[src/common/chain_irq_defines.svh]
// constants for the daisy-chain interrupt logic
// assumes inclusion by both ends and the package
`ifndef CHAIN_IRQ_DEFINES_SVH
`define CHAIN_IRQ_DEFINES_SVH
`define COND_COUNT 8
`define VECTOR_WIDTH 8
`define VECTOR_RESET 8'h0F
`define CMD_WIDTH 2
`define CMD_NONE 2'h0
`define CMD_SET_CHAIN 2'h1
`define CMD_CLEAR_IN_SERVICE 2'h2
`define CMD_SET_DEFAULT 2'h3
`endif

[src/common/chain_irq_if.sv]
// link between the device and the host processor
// assumes one clock shared by both ends; data bus modelled by enable
`include "chain_irq_defines.svh"
interface chain_irq_if;
    logic interrupt_request_n;
    logic interrupt_ack_n;
    logic [`VECTOR_WIDTH-1:0] data_out;
    logic data_oe;
    logic [`CMD_WIDTH-1:0] command;
    logic command_valid;
    modport device (
        output interrupt_request_n,
        input interrupt_ack_n,
        output data_out,
        output data_oe,
        input command,
        input command_valid
    );
    modport host (
        input interrupt_request_n,
        output interrupt_ack_n,
        input data_out,
        input data_oe,
        output command,
        output command_valid
    );
endinterface

[src/rtl/chain_irq_device.sv]
// device end: request, acknowledge vector and chain priority logic
// assumes link signals share i_clk; chain input comes from a pin
//
// Behaviour
// RULE_01: reset leaves the default interrupt mode
// RULE_02: only set-chain command enters chain mode
// RULE_03: enabled pending condition drives request low
// RULE_04: request released when causes are cleared
// RULE_05: host answers request with acknowledge low
// RULE_06: acknowledge puts vector on data bus
// RULE_07: chain input high lets unmasked conditions
// RULE_08: masked conditions never raise request
// RULE_09: chain input low suppresses every request (code: only in chain mode; default mode ignores the chain pin)
// RULE_10: chain out high only when idle, enabled
// RULE_11: chain out low until clear-in-service
// RULE_12: service routine ends with clear-in-service
// RULE_13: request drops chain out, blocking lower
// RULE_14: acknowledge marks next cycle vector cycle
// RULE_15: in-service set at vector, cleared by command
`include "chain_irq_defines.svh"
module chain_irq_device #(
    parameter int COND_COUNT = `COND_COUNT
) (
    // clock and reset
    input wire logic i_clk,
    input wire logic i_rst_n,
    // link to host
    chain_irq_if.device link,
    // user side
    input wire logic [COND_COUNT-1:0] i_cause,
    input wire logic [COND_COUNT-1:0] i_interrupt_mask,
    input wire logic [`VECTOR_WIDTH-1:0] i_interrupt_vector_register,
    input wire logic i_chain_enable_in,
    output logic o_chain_enable_out,
    output logic o_chain_mode,
    output logic o_in_service_flag
);
    // refuse widths that the cause vector cannot serve
    if (COND_COUNT < 1 || COND_COUNT > 32) begin : g_bad_count
        $error("COND_COUNT out of range");
    end

    logic chain_meta;
    logic chain_in;

    logic chain_mode;
    logic in_service_flag;

    logic ack_prev;
    logic ack_seen;

    logic req_n;
    logic chain_out;
    logic [`VECTOR_WIDTH-1:0] data_reg;
    logic data_oe_reg;

    wire set_chain_cmd;
    wire set_default_cmd;
    wire clear_is_cmd;
    wire [COND_COUNT-1:0] live_cause;
    wire any_cause;
    wire chain_gate;
    wire service_block;
    wire request;
    wire ack_edge;
    wire next_ack_seen;
    wire [`VECTOR_WIDTH-1:0] next_data;
    wire next_chain_out;

    // chain input is a pin: first stage
    always_ff @(posedge i_clk or negedge i_rst_n) begin
        if (!i_rst_n) begin
            chain_meta <= 1'b0;
        end else begin
            chain_meta <= i_chain_enable_in;
        end
    end

    // second stage; reset low is harmless in default mode
    always_ff @(posedge i_clk or negedge i_rst_n) begin
        if (!i_rst_n) begin
            chain_in <= 1'b0;
        end else begin
            chain_in <= chain_meta;
        end
    end

    // RULE_02: host command strobe decode
    assign set_chain_cmd = link.command_valid &&
        (link.command == `CMD_SET_CHAIN);
    assign set_default_cmd = link.command_valid &&
        (link.command == `CMD_SET_DEFAULT);
    assign clear_is_cmd = link.command_valid &&
        (link.command == `CMD_CLEAR_IN_SERVICE);

    // RULE_08: mask gates each cause
    for (genvar i = 0; i < COND_COUNT; i++) begin : g_gate
        assign live_cause[i] = i_cause[i] && i_interrupt_mask[i];
    end
    assign any_cause = |live_cause;

    // RULE_07: chain pin in chain mode
    // RULE_09: low chain pin suppresses all in chain mode
    assign chain_gate = !chain_mode || chain_in;
    // in-service holds off a second request until cleared
    assign service_block = chain_mode && in_service_flag;
    // RULE_03: cause raises request
    assign request = any_cause && chain_gate && !service_block;
    // RULE_14: acknowledge edge while asking
    assign ack_edge = chain_mode && !link.interrupt_ack_n && ack_prev;
    assign next_ack_seen = ack_edge && !req_n;
    // bus idles at zero outside the vector cycle
    assign next_data = ack_seen ? i_interrupt_vector_register : '0;
    // RULE_10: chain out when idle
    assign next_chain_out = chain_mode && chain_in && !request &&
        !in_service_flag;

    // RULE_01: default mode after reset
    // RULE_02: chain mode only by command
    always_ff @(posedge i_clk or negedge i_rst_n) begin
        if (!i_rst_n) begin
            chain_mode <= 1'b0;
        end else if (set_chain_cmd) begin
            chain_mode <= 1'b1;
        end else if (set_default_cmd) begin
            chain_mode <= 1'b0;
        end
    end

    // RULE_03: request drives line low
    // RULE_04: released once causes gone
    // registered: a cycle late, but the pin never glitches
    always_ff @(posedge i_clk or negedge i_rst_n) begin
        if (!i_rst_n) begin
            req_n <= 1'b1;
        end else begin
            req_n <= !request;
        end
    end

    // RULE_13: chain out falls with request
    // RULE_11: low until clear-in-service
    always_ff @(posedge i_clk or negedge i_rst_n) begin
        if (!i_rst_n) begin
            chain_out <= 1'b0;
        end else begin
            chain_out <= next_chain_out;
        end
    end

    // resets to the idle pin level: no false edge after reset
    always_ff @(posedge i_clk or negedge i_rst_n) begin
        if (!i_rst_n) begin
            ack_prev <= 1'b1;
        end else begin
            ack_prev <= link.interrupt_ack_n;
        end
    end

    // RULE_14: edge marks vector cycle
    always_ff @(posedge i_clk or negedge i_rst_n) begin
        if (!i_rst_n) begin
            ack_seen <= 1'b0;
        end else begin
            ack_seen <= next_ack_seen;
        end
    end

    // RULE_06: vector enable one cycle
    always_ff @(posedge i_clk or negedge i_rst_n) begin
        if (!i_rst_n) begin
            data_oe_reg <= 1'b0;
        end else begin
            data_oe_reg <= ack_seen;
        end
    end

    // RULE_06: vector onto bus
    always_ff @(posedge i_clk or negedge i_rst_n) begin
        if (!i_rst_n) begin
            data_reg <= '0;
        end else begin
            data_reg <= next_data;
        end
    end

    // RULE_15: set at vector, set wins
    // RULE_11: held until clear-in-service
    always_ff @(posedge i_clk or negedge i_rst_n) begin
        if (!i_rst_n) begin
            in_service_flag <= 1'b0;
        end else if (ack_seen) begin
            in_service_flag <= 1'b1;
        end else if (clear_is_cmd) begin
            in_service_flag <= 1'b0;
        end
    end

    // every output straight from a flop
    assign link.interrupt_request_n = req_n;
    assign link.data_out = data_reg;
    assign link.data_oe = data_oe_reg;
    assign o_chain_enable_out = chain_out;
    assign o_chain_mode = chain_mode;
    assign o_in_service_flag = in_service_flag;
endmodule

[src/flat_wrapper.sv]
// flat-port wrapper written by rule: the top's interface ports become plain ports
module chain_irq_device_flat 
#(
    parameter int COND_COUNT = `COND_COUNT
)
  (i_clk, i_rst_n, i_cause, i_interrupt_mask, i_interrupt_vector_register, i_chain_enable_in, o_chain_enable_out, o_chain_mode, o_in_service_flag, link_interrupt_request_n, link_interrupt_ack_n, link_data_out, link_data_oe, link_command, link_command_valid);
  chain_irq_if link_i ();
  input wire logic i_clk;
  input wire logic i_rst_n;
  input wire logic [COND_COUNT-1:0] i_cause;
  input wire logic [COND_COUNT-1:0] i_interrupt_mask;
  input wire logic [`VECTOR_WIDTH-1:0] i_interrupt_vector_register;
  input wire logic i_chain_enable_in;
  output logic o_chain_enable_out;
  output logic o_chain_mode;
  output logic o_in_service_flag;
  output wire logic [$bits(link_i.interrupt_request_n)-1:0] link_interrupt_request_n;
  input wire logic [$bits(link_i.interrupt_ack_n)-1:0] link_interrupt_ack_n;
  output wire logic [$bits(link_i.data_out)-1:0] link_data_out;
  output wire logic [$bits(link_i.data_oe)-1:0] link_data_oe;
  input wire logic [$bits(link_i.command)-1:0] link_command;
  input wire logic [$bits(link_i.command_valid)-1:0] link_command_valid;
  assign link_interrupt_request_n = link_i.interrupt_request_n;
  assign link_i.interrupt_ack_n = link_interrupt_ack_n;
  assign link_data_out = link_i.data_out;
  assign link_data_oe = link_i.data_oe;
  assign link_i.command = link_command;
  assign link_i.command_valid = link_command_valid;
  chain_irq_device #(.COND_COUNT(COND_COUNT)) u_core (.i_clk(i_clk), .i_rst_n(i_rst_n), .link(link_i), .i_cause(i_cause), .i_interrupt_mask(i_interrupt_mask), .i_interrupt_vector_register(i_interrupt_vector_register), .i_chain_enable_in(i_chain_enable_in), .o_chain_enable_out(o_chain_enable_out), .o_chain_mode(o_chain_mode), .o_in_service_flag(o_in_service_flag));
endmodule
[config.mk]
export PLATFORM = sky130hd
export DESIGN_NAME = chain_irq_device_flat
export DESIGN_NICKNAME = d
export VERILOG_FILES = /design/src/common/chain_irq_if.sv /design/src/rtl/chain_irq_device.sv /design/src/flat_wrapper.sv
export VERILOG_INCLUDE_DIRS = /design/src /design/src/common
export SDC_FILE = /design/constraint.sdc
export NUM_CORES = 1
export LEC_CHECK = 0
export CAP_MARGIN = 20
export CORE_MARGIN = 1
export CORE_UTILIZATION = 38
export DETAILED_ROUTE_END_ITERATION = 8
export DONT_BUFFER_PORTS = 1
export PLACE_DENSITY_LB_ADDON = 0.2
export SYNTH_ARGS = -nofsm -noshare
export SYNTH_HDL_FRONTEND = slang
export SYNTH_SLANG_ARGS = --single-unit
[constraint.sdc]
create_clock -name i_clk -period 1.15 [get_ports i_clk]
set_clock_uncertainty 0.05 [all_clocks]
set_input_delay 0.115 -clock i_clk [delete_from_list [all_inputs] [get_ports i_clk]]
set_output_delay 0.115 -clock i_clk [all_outputs]
set_load 0.01 [all_outputs]
Word-level counts from Yosys, hierarchy flattened
Cells that the tools add are included.
- equality and inequality tests: 3
- mux-type cells: 5
- reductions and logical operators: 30
- operator list (operator ; number):
    1-bit logical AND ; 20
    8-bit 2-to-1 mux ; 1
    8-bit OR reduction ; 1
    1-bit logical NOT ; 6
    2-bit equality test (second input constant) ; 2
    1-bit 2-to-1 mux ; 4
    2-bit nonzero test ; 2
    2-bit by 1-bit equality test with 1-bit output (second input constant) ; 1
    1-bit logical OR ; 1
- output and inout port bits: 13
- word-level logic and storage cells: 48
- input port bits: 31
- register bits: 17

Longest topological paths before layout
Gate-level depths: netlist of run 1.
- word-level depth: 7
- depth in mapped cells: 3
- depth with buffers taken out: 3

Worst setup path before layout of run 1
Ideal clock, no wire load.
- path type: register to register
- from: register u_core.ack_prev
- to: register u_core.ack_seen
- slack: 0.289 ns
- stages on the path, launching flop included: 2
- data arrival time: 0.711 ns
- data required time: 1.000 ns
- path buffers: 0
- period minus slack after synthesis: 0.861 ns
- setup time: 0.100 ns
- cells stage by stage: dfstp_2 nor4bb_1
- word-level cells in the longest chain between the ends: 2
- RTL lines (item ; RTL line ; text):
    start: declaration ; chain_irq_device.sv:49 ; logic ack_prev;
    start signal: assignment ; chain_irq_device.sv:156 ; ack_prev <= link.interrupt_ack_n;
    1-bit logical AND ; chain_irq_device.sv:110 ; assign ack_edge = chain_mode && !link.interrupt_ack_n && ack_prev;
    1-bit logical AND ; chain_irq_device.sv:111 ; assign next_ack_seen = ack_edge && !req_n;
    named net u_core.next_ack_seen ; chain_irq_device.sv:66 ; wire next_ack_seen;
    end signal: assignment ; chain_irq_device.sv:165 ; ack_seen <= next_ack_seen;
    end: declaration ; chain_irq_device.sv:50 ; logic ack_seen;
The timed path passes the listed nets, and every way through them passes these cells.
A chain may end at the register's enable or synchronous reset.

Worst setup path in the final report of run 1
- from: register u_core.req_n (netlist: u_core.link.interrupt_request_n)
- to: output link_interrupt_request_n
- RTL lines (item ; RTL line ; text):
    start: declaration ; chain_irq_device.sv:52 ; logic req_n;
    start signal: assignment ; chain_irq_device.sv:137 ; req_n <= !request;
    end: declaration ; flat_wrapper.sv:17 ; output wire logic [$bits(link_i.interrupt_request_n)-1:0] link_interrupt_request_n;
No word-level cell between the ends.

==> flow_summary.json, run 1 <==
{
  "cts_tree": "built",
  "gp_congestion": 0.589,
  "ys_ff_latch": 17,
  "finalHoldViolations": 0,
  "final.period_utilization_pct": 88.9,
  "yosysWarnings": 0,
  "power.leakage_nw": 0.413,
  "powerDensity_nw_per_um2": 1270,
  "postRouteAntennaNets": 0,
  "hold_start": "i_interrupt_mask[1]",
  "overflow": 0,
  "area_delta_synth_final_pct": 53.6,
  "hold_ws_ns": 0.00603,
  "die_h_microns": 41.3,
  "crit_start": "u_core.link.interrupt_request_n",
  "required_ns": 0.99,
  "post_drt_wl_per_cell_microns": 15.9,
  "drtIter0Drc": 8,
  "drive_gt1_share_pct": 9.72,
  "tightest_slew_ns": 0.728,
  "antenna_found_initial": 0,
  "htreeDepth": 1,
  "largest_register_ffs": 8,
  "dieArea_sq_um": 1710,
  "hpwl_microns": 758,
  "multi_input_area_sq_um": 156,
  "finalSetupTns_ns": 0,
  "clk_path_buf_depth": 2,
  "crit_arrival_ns": 0.86,
  "seqCellArea_sq_um": 428,
  "cts_setup_buffers": 0,
  "syn_avg_cell_area_sq_um": 14.3,
  "fillCellCount": 108,
  "wirelength_mm": 1.39,
  "fin_total_pwr_w": 0.00115,
  "finalMaxSlewViolations": 0,
  "hp-class": "input pin to flip-flop",
  "fmaxAchievable_ghz": 0.978,
  "endpoint_kind": "output pin",
  "setup_ws_ns": 0.127,
  "numCtsBuffers": 3,
  "grt_max_degree": 18,
  "grt_use_total_pct": 19.6,
  "fp.dieW_microns": 41.3,
  "max-slew-margin-rel_pct": 51.3,
  "syn-cell-area_sq_um": 588,
  "fp.coreArea_sq_um": 1370,
  "path_class": "flip-flop to output pin",
  "status": "complete, no violations",
  "portBuffers": 0,
  "dr.pass1.iters": 2,
  "startpoint_type": "flip-flop",
  "worstReg2RegStart": "u_core.ack_prev",
  "synthDistinctLibCells": 15,
  "critPathMaxFanout": 2,
  "grt_pass1_wl_mm": 1.96,
  "start_util_pct": 43.0,
  "cap_violations": 0,
  "cts.hold.buffers_added": 27,
  "syn-instance-count": 41,
  "viasPerCell": 5.01,
  "fin_nets": 104,
  "grt_pass1_vias": 451,
  "post-place-ws_ns": 0.218,
  "placementRows": 13,
  "num_vias": 436,
  "ios": 44,
  "clock_sinks": 17,
  "synth_fp_nets": 72,
  "cts_root_buf": "clkbuf_4",
  "clk_pin_slew_worst_paths_ns": 0.09,
  "rsz0062_at_grt": "no",
  "drc": 0,
  "post_cts_resized": 0,
  "setup_viol": 0,
  "ys_seq_area_share_pct": 72.8,
  "vdd_drop_max_mv": 0.897,
  "period_minus_slack_ns": 1.02,
  "antenna_cells": 0,
  "clock_latency_ns": 0.28
}
-- layout by cell type, fill, tap and decap left out --
| master | instances |
|---|---|
| and2_1 | 8 |
| a21oi_1 | 1 |
| clkbuf_4 | 3 |
| nor4bb_1 | 1 |
| a31oi_1 | 1 |
| dlygate4sd3_1 | 27 |
| dfrtp_1 | 15 |
| nand3b_1 | 2 |
| nor3_2 | 1 |
| a21o_1 | 1 |
| a22oi_1 | 3 |
| dfstp_2 | 2 |
| clkbuf_1 | 1 |
| o21ai_1 | 1 |
| inv_1 | 1 |
| nand2_1 | 2 |
| a22oi_2 | 1 |
| o21ai_0 | 1 |
-- cell families after synthesis --
kind of cell	after synthesis	synth area share, %
and+or+nand+nor	14	15.7
DFF	17	72.8
AOI/OAI and AO/OA	9	10.8
buffers and inverters	1	0.638
-- metal layers --
layer | share of wire (%) | vias to the layer above | GRT usage, %
li1 | - | 204 | -
met1 | 32 | 210 | 19.2
met2 | 62 | 22 | 36.3
met3 | 6.5 | 0 | 7.98
met4 | 0 | 0 | 7.26
met5 | 0 | - | 0
-- synth_stat cells --
| cell type | instances | area share (%) |
|---|---|---|
| a21o_1 | 1 | 1.3 |
| a21oi_1 | 1 | 0.85 |
| a22oi_1 | 3 | 3.8 |
| a22oi_2 | 1 | 2.1 |
| a31oi_1 | 1 | 1.1 |
| and2_1 | 8 | 8.5 |
| dfrtp_1 | 15 | 64 |
| dfstp_2 | 2 | 8.9 |
| inv_1 | 1 | 0.64 |
| nand2_1 | 2 | 1.3 |
| nand3b_1 | 2 | 2.6 |
| nor3_2 | 1 | 1.7 |
| nor4bb_1 | 1 | 1.7 |
| o21ai_0 | 1 | 0.85 |
| o21ai_1 | 1 | 0.85 |
-- power by group --
| group | leakage [nW] | internal [W] | total, W | switching, W |
|---|---|---|---|---|
| logic | 0.178 | 0.0000924 | 0.000141 | 0.0000488 |
| registers | 0.219 | 0.000645 | 0.000698 | 0.0000527 |
| clock network | 0.0150 | 0.000135 | 0.000308 | 0.000173 |
| total | 0.413 | 0.000873 | 0.00115 | 0.000275 |
-- per-stage QoR --
step	instance area, sq um	utilization, %	instances
finish	903	66.1	87
global route	903	66.1	87
CTS	903	66.1	87
detailed placement	607	44.4	56
global placement	607	44.4	56
floorplan	588	-	41
-- worst paths after layout --
| path | to | slack, ns | cells past startpoint |
|---|---|---|---|
| setup / recovery | link_interrupt_request_n | 0.13 | 0 |
| hold / removal | u_core.link.interrupt_request_n | 0.006 | 3 |
| setup reg to reg | u_core.ack_seen | 0.21 | 1 |
| hold reg to reg | u_core.chain_in | 0.31 | 0 |
| max in group asynchronous | u_core.link.data_out[6] | 0.32 | 1 |
| min in group asynchronous | u_core.chain_in | 0.27 | 1 |
-- cell type report --
type / count / share of cell area, %
Multi-Input combinational cell: 23 / 17.3
Tap cell: 15 / 2.08
Clock buffer: 4 / 2.91
Inverter: 1 / 0.416
Timing Repair Buffer: 27 / 29.9
Sequential cell: 17 / 47.4
(Power assumes the default switching activity.)
==> run 2, diff against run 1 <==
- PLACE_DENSITY_LB_ADDON: 0.2 -> not set
==> flow_summary.json, run 2 (synthesis gave the netlist of run 1 again) <==
{
  "final.period_utilization_pct": 87.0,
  "clock_latency_ns": 0.27,
  "required_ns": 0.99,
  "clock_sinks": 17,
  "cts_tree": "built",
  "startpoint_type": "flip-flop",
  "fp.coreArea_sq_um": 1370,
  "placementRows": 13,
  "numCtsBuffers": 3,
  "cp_num_cells": 0,
  "overflow": 0,
  "gp_congestion": 0.649,
  "cts_root_buf": "clkbuf_4",
  "path_class": "flip-flop to output pin",
  "finalHoldViolations": 0,
  "drive_gt1_share_pct": 11.1,
  "area_delta_synth_final_pct": 38.3,
  "max-slew-margin-rel_pct": 53.5,
  "start_util_pct": 43.0,
  "grt_max_degree": 18,
  "portBuffers": 0,
  "final_cell_mix": "dlygate4sd3_1, dfrtp_1, and2_1",
  "htreeDepth": 1,
  "tightest_slew_ns": 0.695,
  "powerDensity_nw_per_um2": 1350,
  "ios": 44,
  "fillCellCount": 136,
  "worstRegToRegCells": 1,
  "regToRegSetupSlack_ns": 0.22,
  "placed_cells": 56,
  "vdd_drop_max_mv": 0.722,
  "stdcell_count": 78,
  "crit_arrival_ns": 0.84,
  "critPathMaxFanout": 2,
  "die_h_microns": 41.3,
  "status": "complete, no violations",
  "r2r-end": "u_core.ack_seen",
  "grt_pass1_vias": 401,
  "setup.worst_path.end": "link_interrupt_request_n",
  "clk_pin_slew_worst_paths_ns": 0.08,
  "hold_ws_ns": 0.00450,
  "postRouteAntennaNets": 0,
  "finalMaxSlewViolations": 0,
  "grt_pass1_wl_mm": 1.57,
  "cts_setup_buffers": 0,
  "finalSetupTns_ns": 0,
  "antenna_cells": 0,
  "crit_start": "u_core.link.interrupt_request_n",
  "endpoint_kind": "output pin",
  "dieArea_sq_um": 1710,
  "worstReg2RegStart": "u_core.ack_prev",
  "fin_nets": 95,
  "antenna_found_initial": 0,
  "fin_total_pwr_w": 0.00110,
  "drtIter0Drc": 0,
  "clk_path_buf_depth": 2,
  "post_drt_wl_per_cell_microns": 13.9,
  "setup_viol": 0,
  "grt_use_total_pct": 15.4,
  "wirelength_mm": 1.08,
  "dr.pass1.iters": 1,
  "hp-class": "input pin to flip-flop",
  "period_minus_slack_ns": 1.00,
  "largest_register_ffs": 8,
  "layout_commonest_cell": "dlygate4sd3_1",
  "viasPerCell": 5.14,
  "fp.dieW_microns": 41.3,
  "cap_violations": 0,
  "power.leakage_nw": 0.375,
  "num_vias": 401,
  "rsz0062_at_grt": "no",
  "fmaxAchievable_ghz": 1.00,
  "drc": 0
}
[run 2: cell count changes in the layout (fill, tap and decap cells not counted)]
cell	delta
dlygate4sd3_1	-9
[run 2: stage by stage]
step / instance area (sq um) / setup slack [ns] / util [%]
floorplan: 588 / 0.289 / -
global placement: 607 / 0.279 / 44.4
detailed placement: 607 / 0.261 / 44.4
CTS: 813 / 0.134 / 59.5
global route: 813 / 0.113 / 59.5
finish: 813 / 0.150 / 59.5
[run 2: per-layer routing]
layer  vias up  track usage [%]  part of all wire [%]
li1        187                -                     -
met1       182             13.0                    32
met2        32             30.9                    59
met3         0             5.32                   9.3
met4         0             7.26                     0
met5         -                0                     0
[run 2: area by class of cell]
cell class | instances | area (sq um) | area share, %
inverters | 1 | 3.75 | 0.462
repair buffers | 18 | 180 | 22.2
clock buffers | 4 | 26.3 | 3.23
flip-flops and latches | 17 | 428 | 52.6
well taps | 15 | 18.8 | 2.31
multi-input cells | 23 | 156 | 19.2
[run 2: worst min-delay path by stage]
stage | from | endpoint | cells after the start
floorplan | i_rst_n | u_core.ack_seen | 0
global placement | i_rst_n | u_core.link.data_out[1] | 0
detailed placement | i_rst_n | u_core.link.data_out[1] | 0
CTS | i_cause[7] | u_core.link.interrupt_request_n | 3
global route | i_cause[7] | u_core.link.interrupt_request_n | 3
finish | i_cause[7] | u_core.link.interrupt_request_n | 3
[run 2: power by group]
| part | total, W | internal (W) | leakage, nW | switching, W |
|---|---|---|---|---|
| combinational | 0.000114 | 0.0000723 | 0.141 | 0.0000419 |
| clock | 0.000291 | 0.000134 | 0.0150 | 0.000156 |
| sequential | 0.000695 | 0.000646 | 0.219 | 0.0000491 |
[run 2: repair_timing]
item | in CTS | in global routing
endpoints found under the hold margin | 32 | 0
hold buffers | 18 | 0
resized for setup | 0 | 0
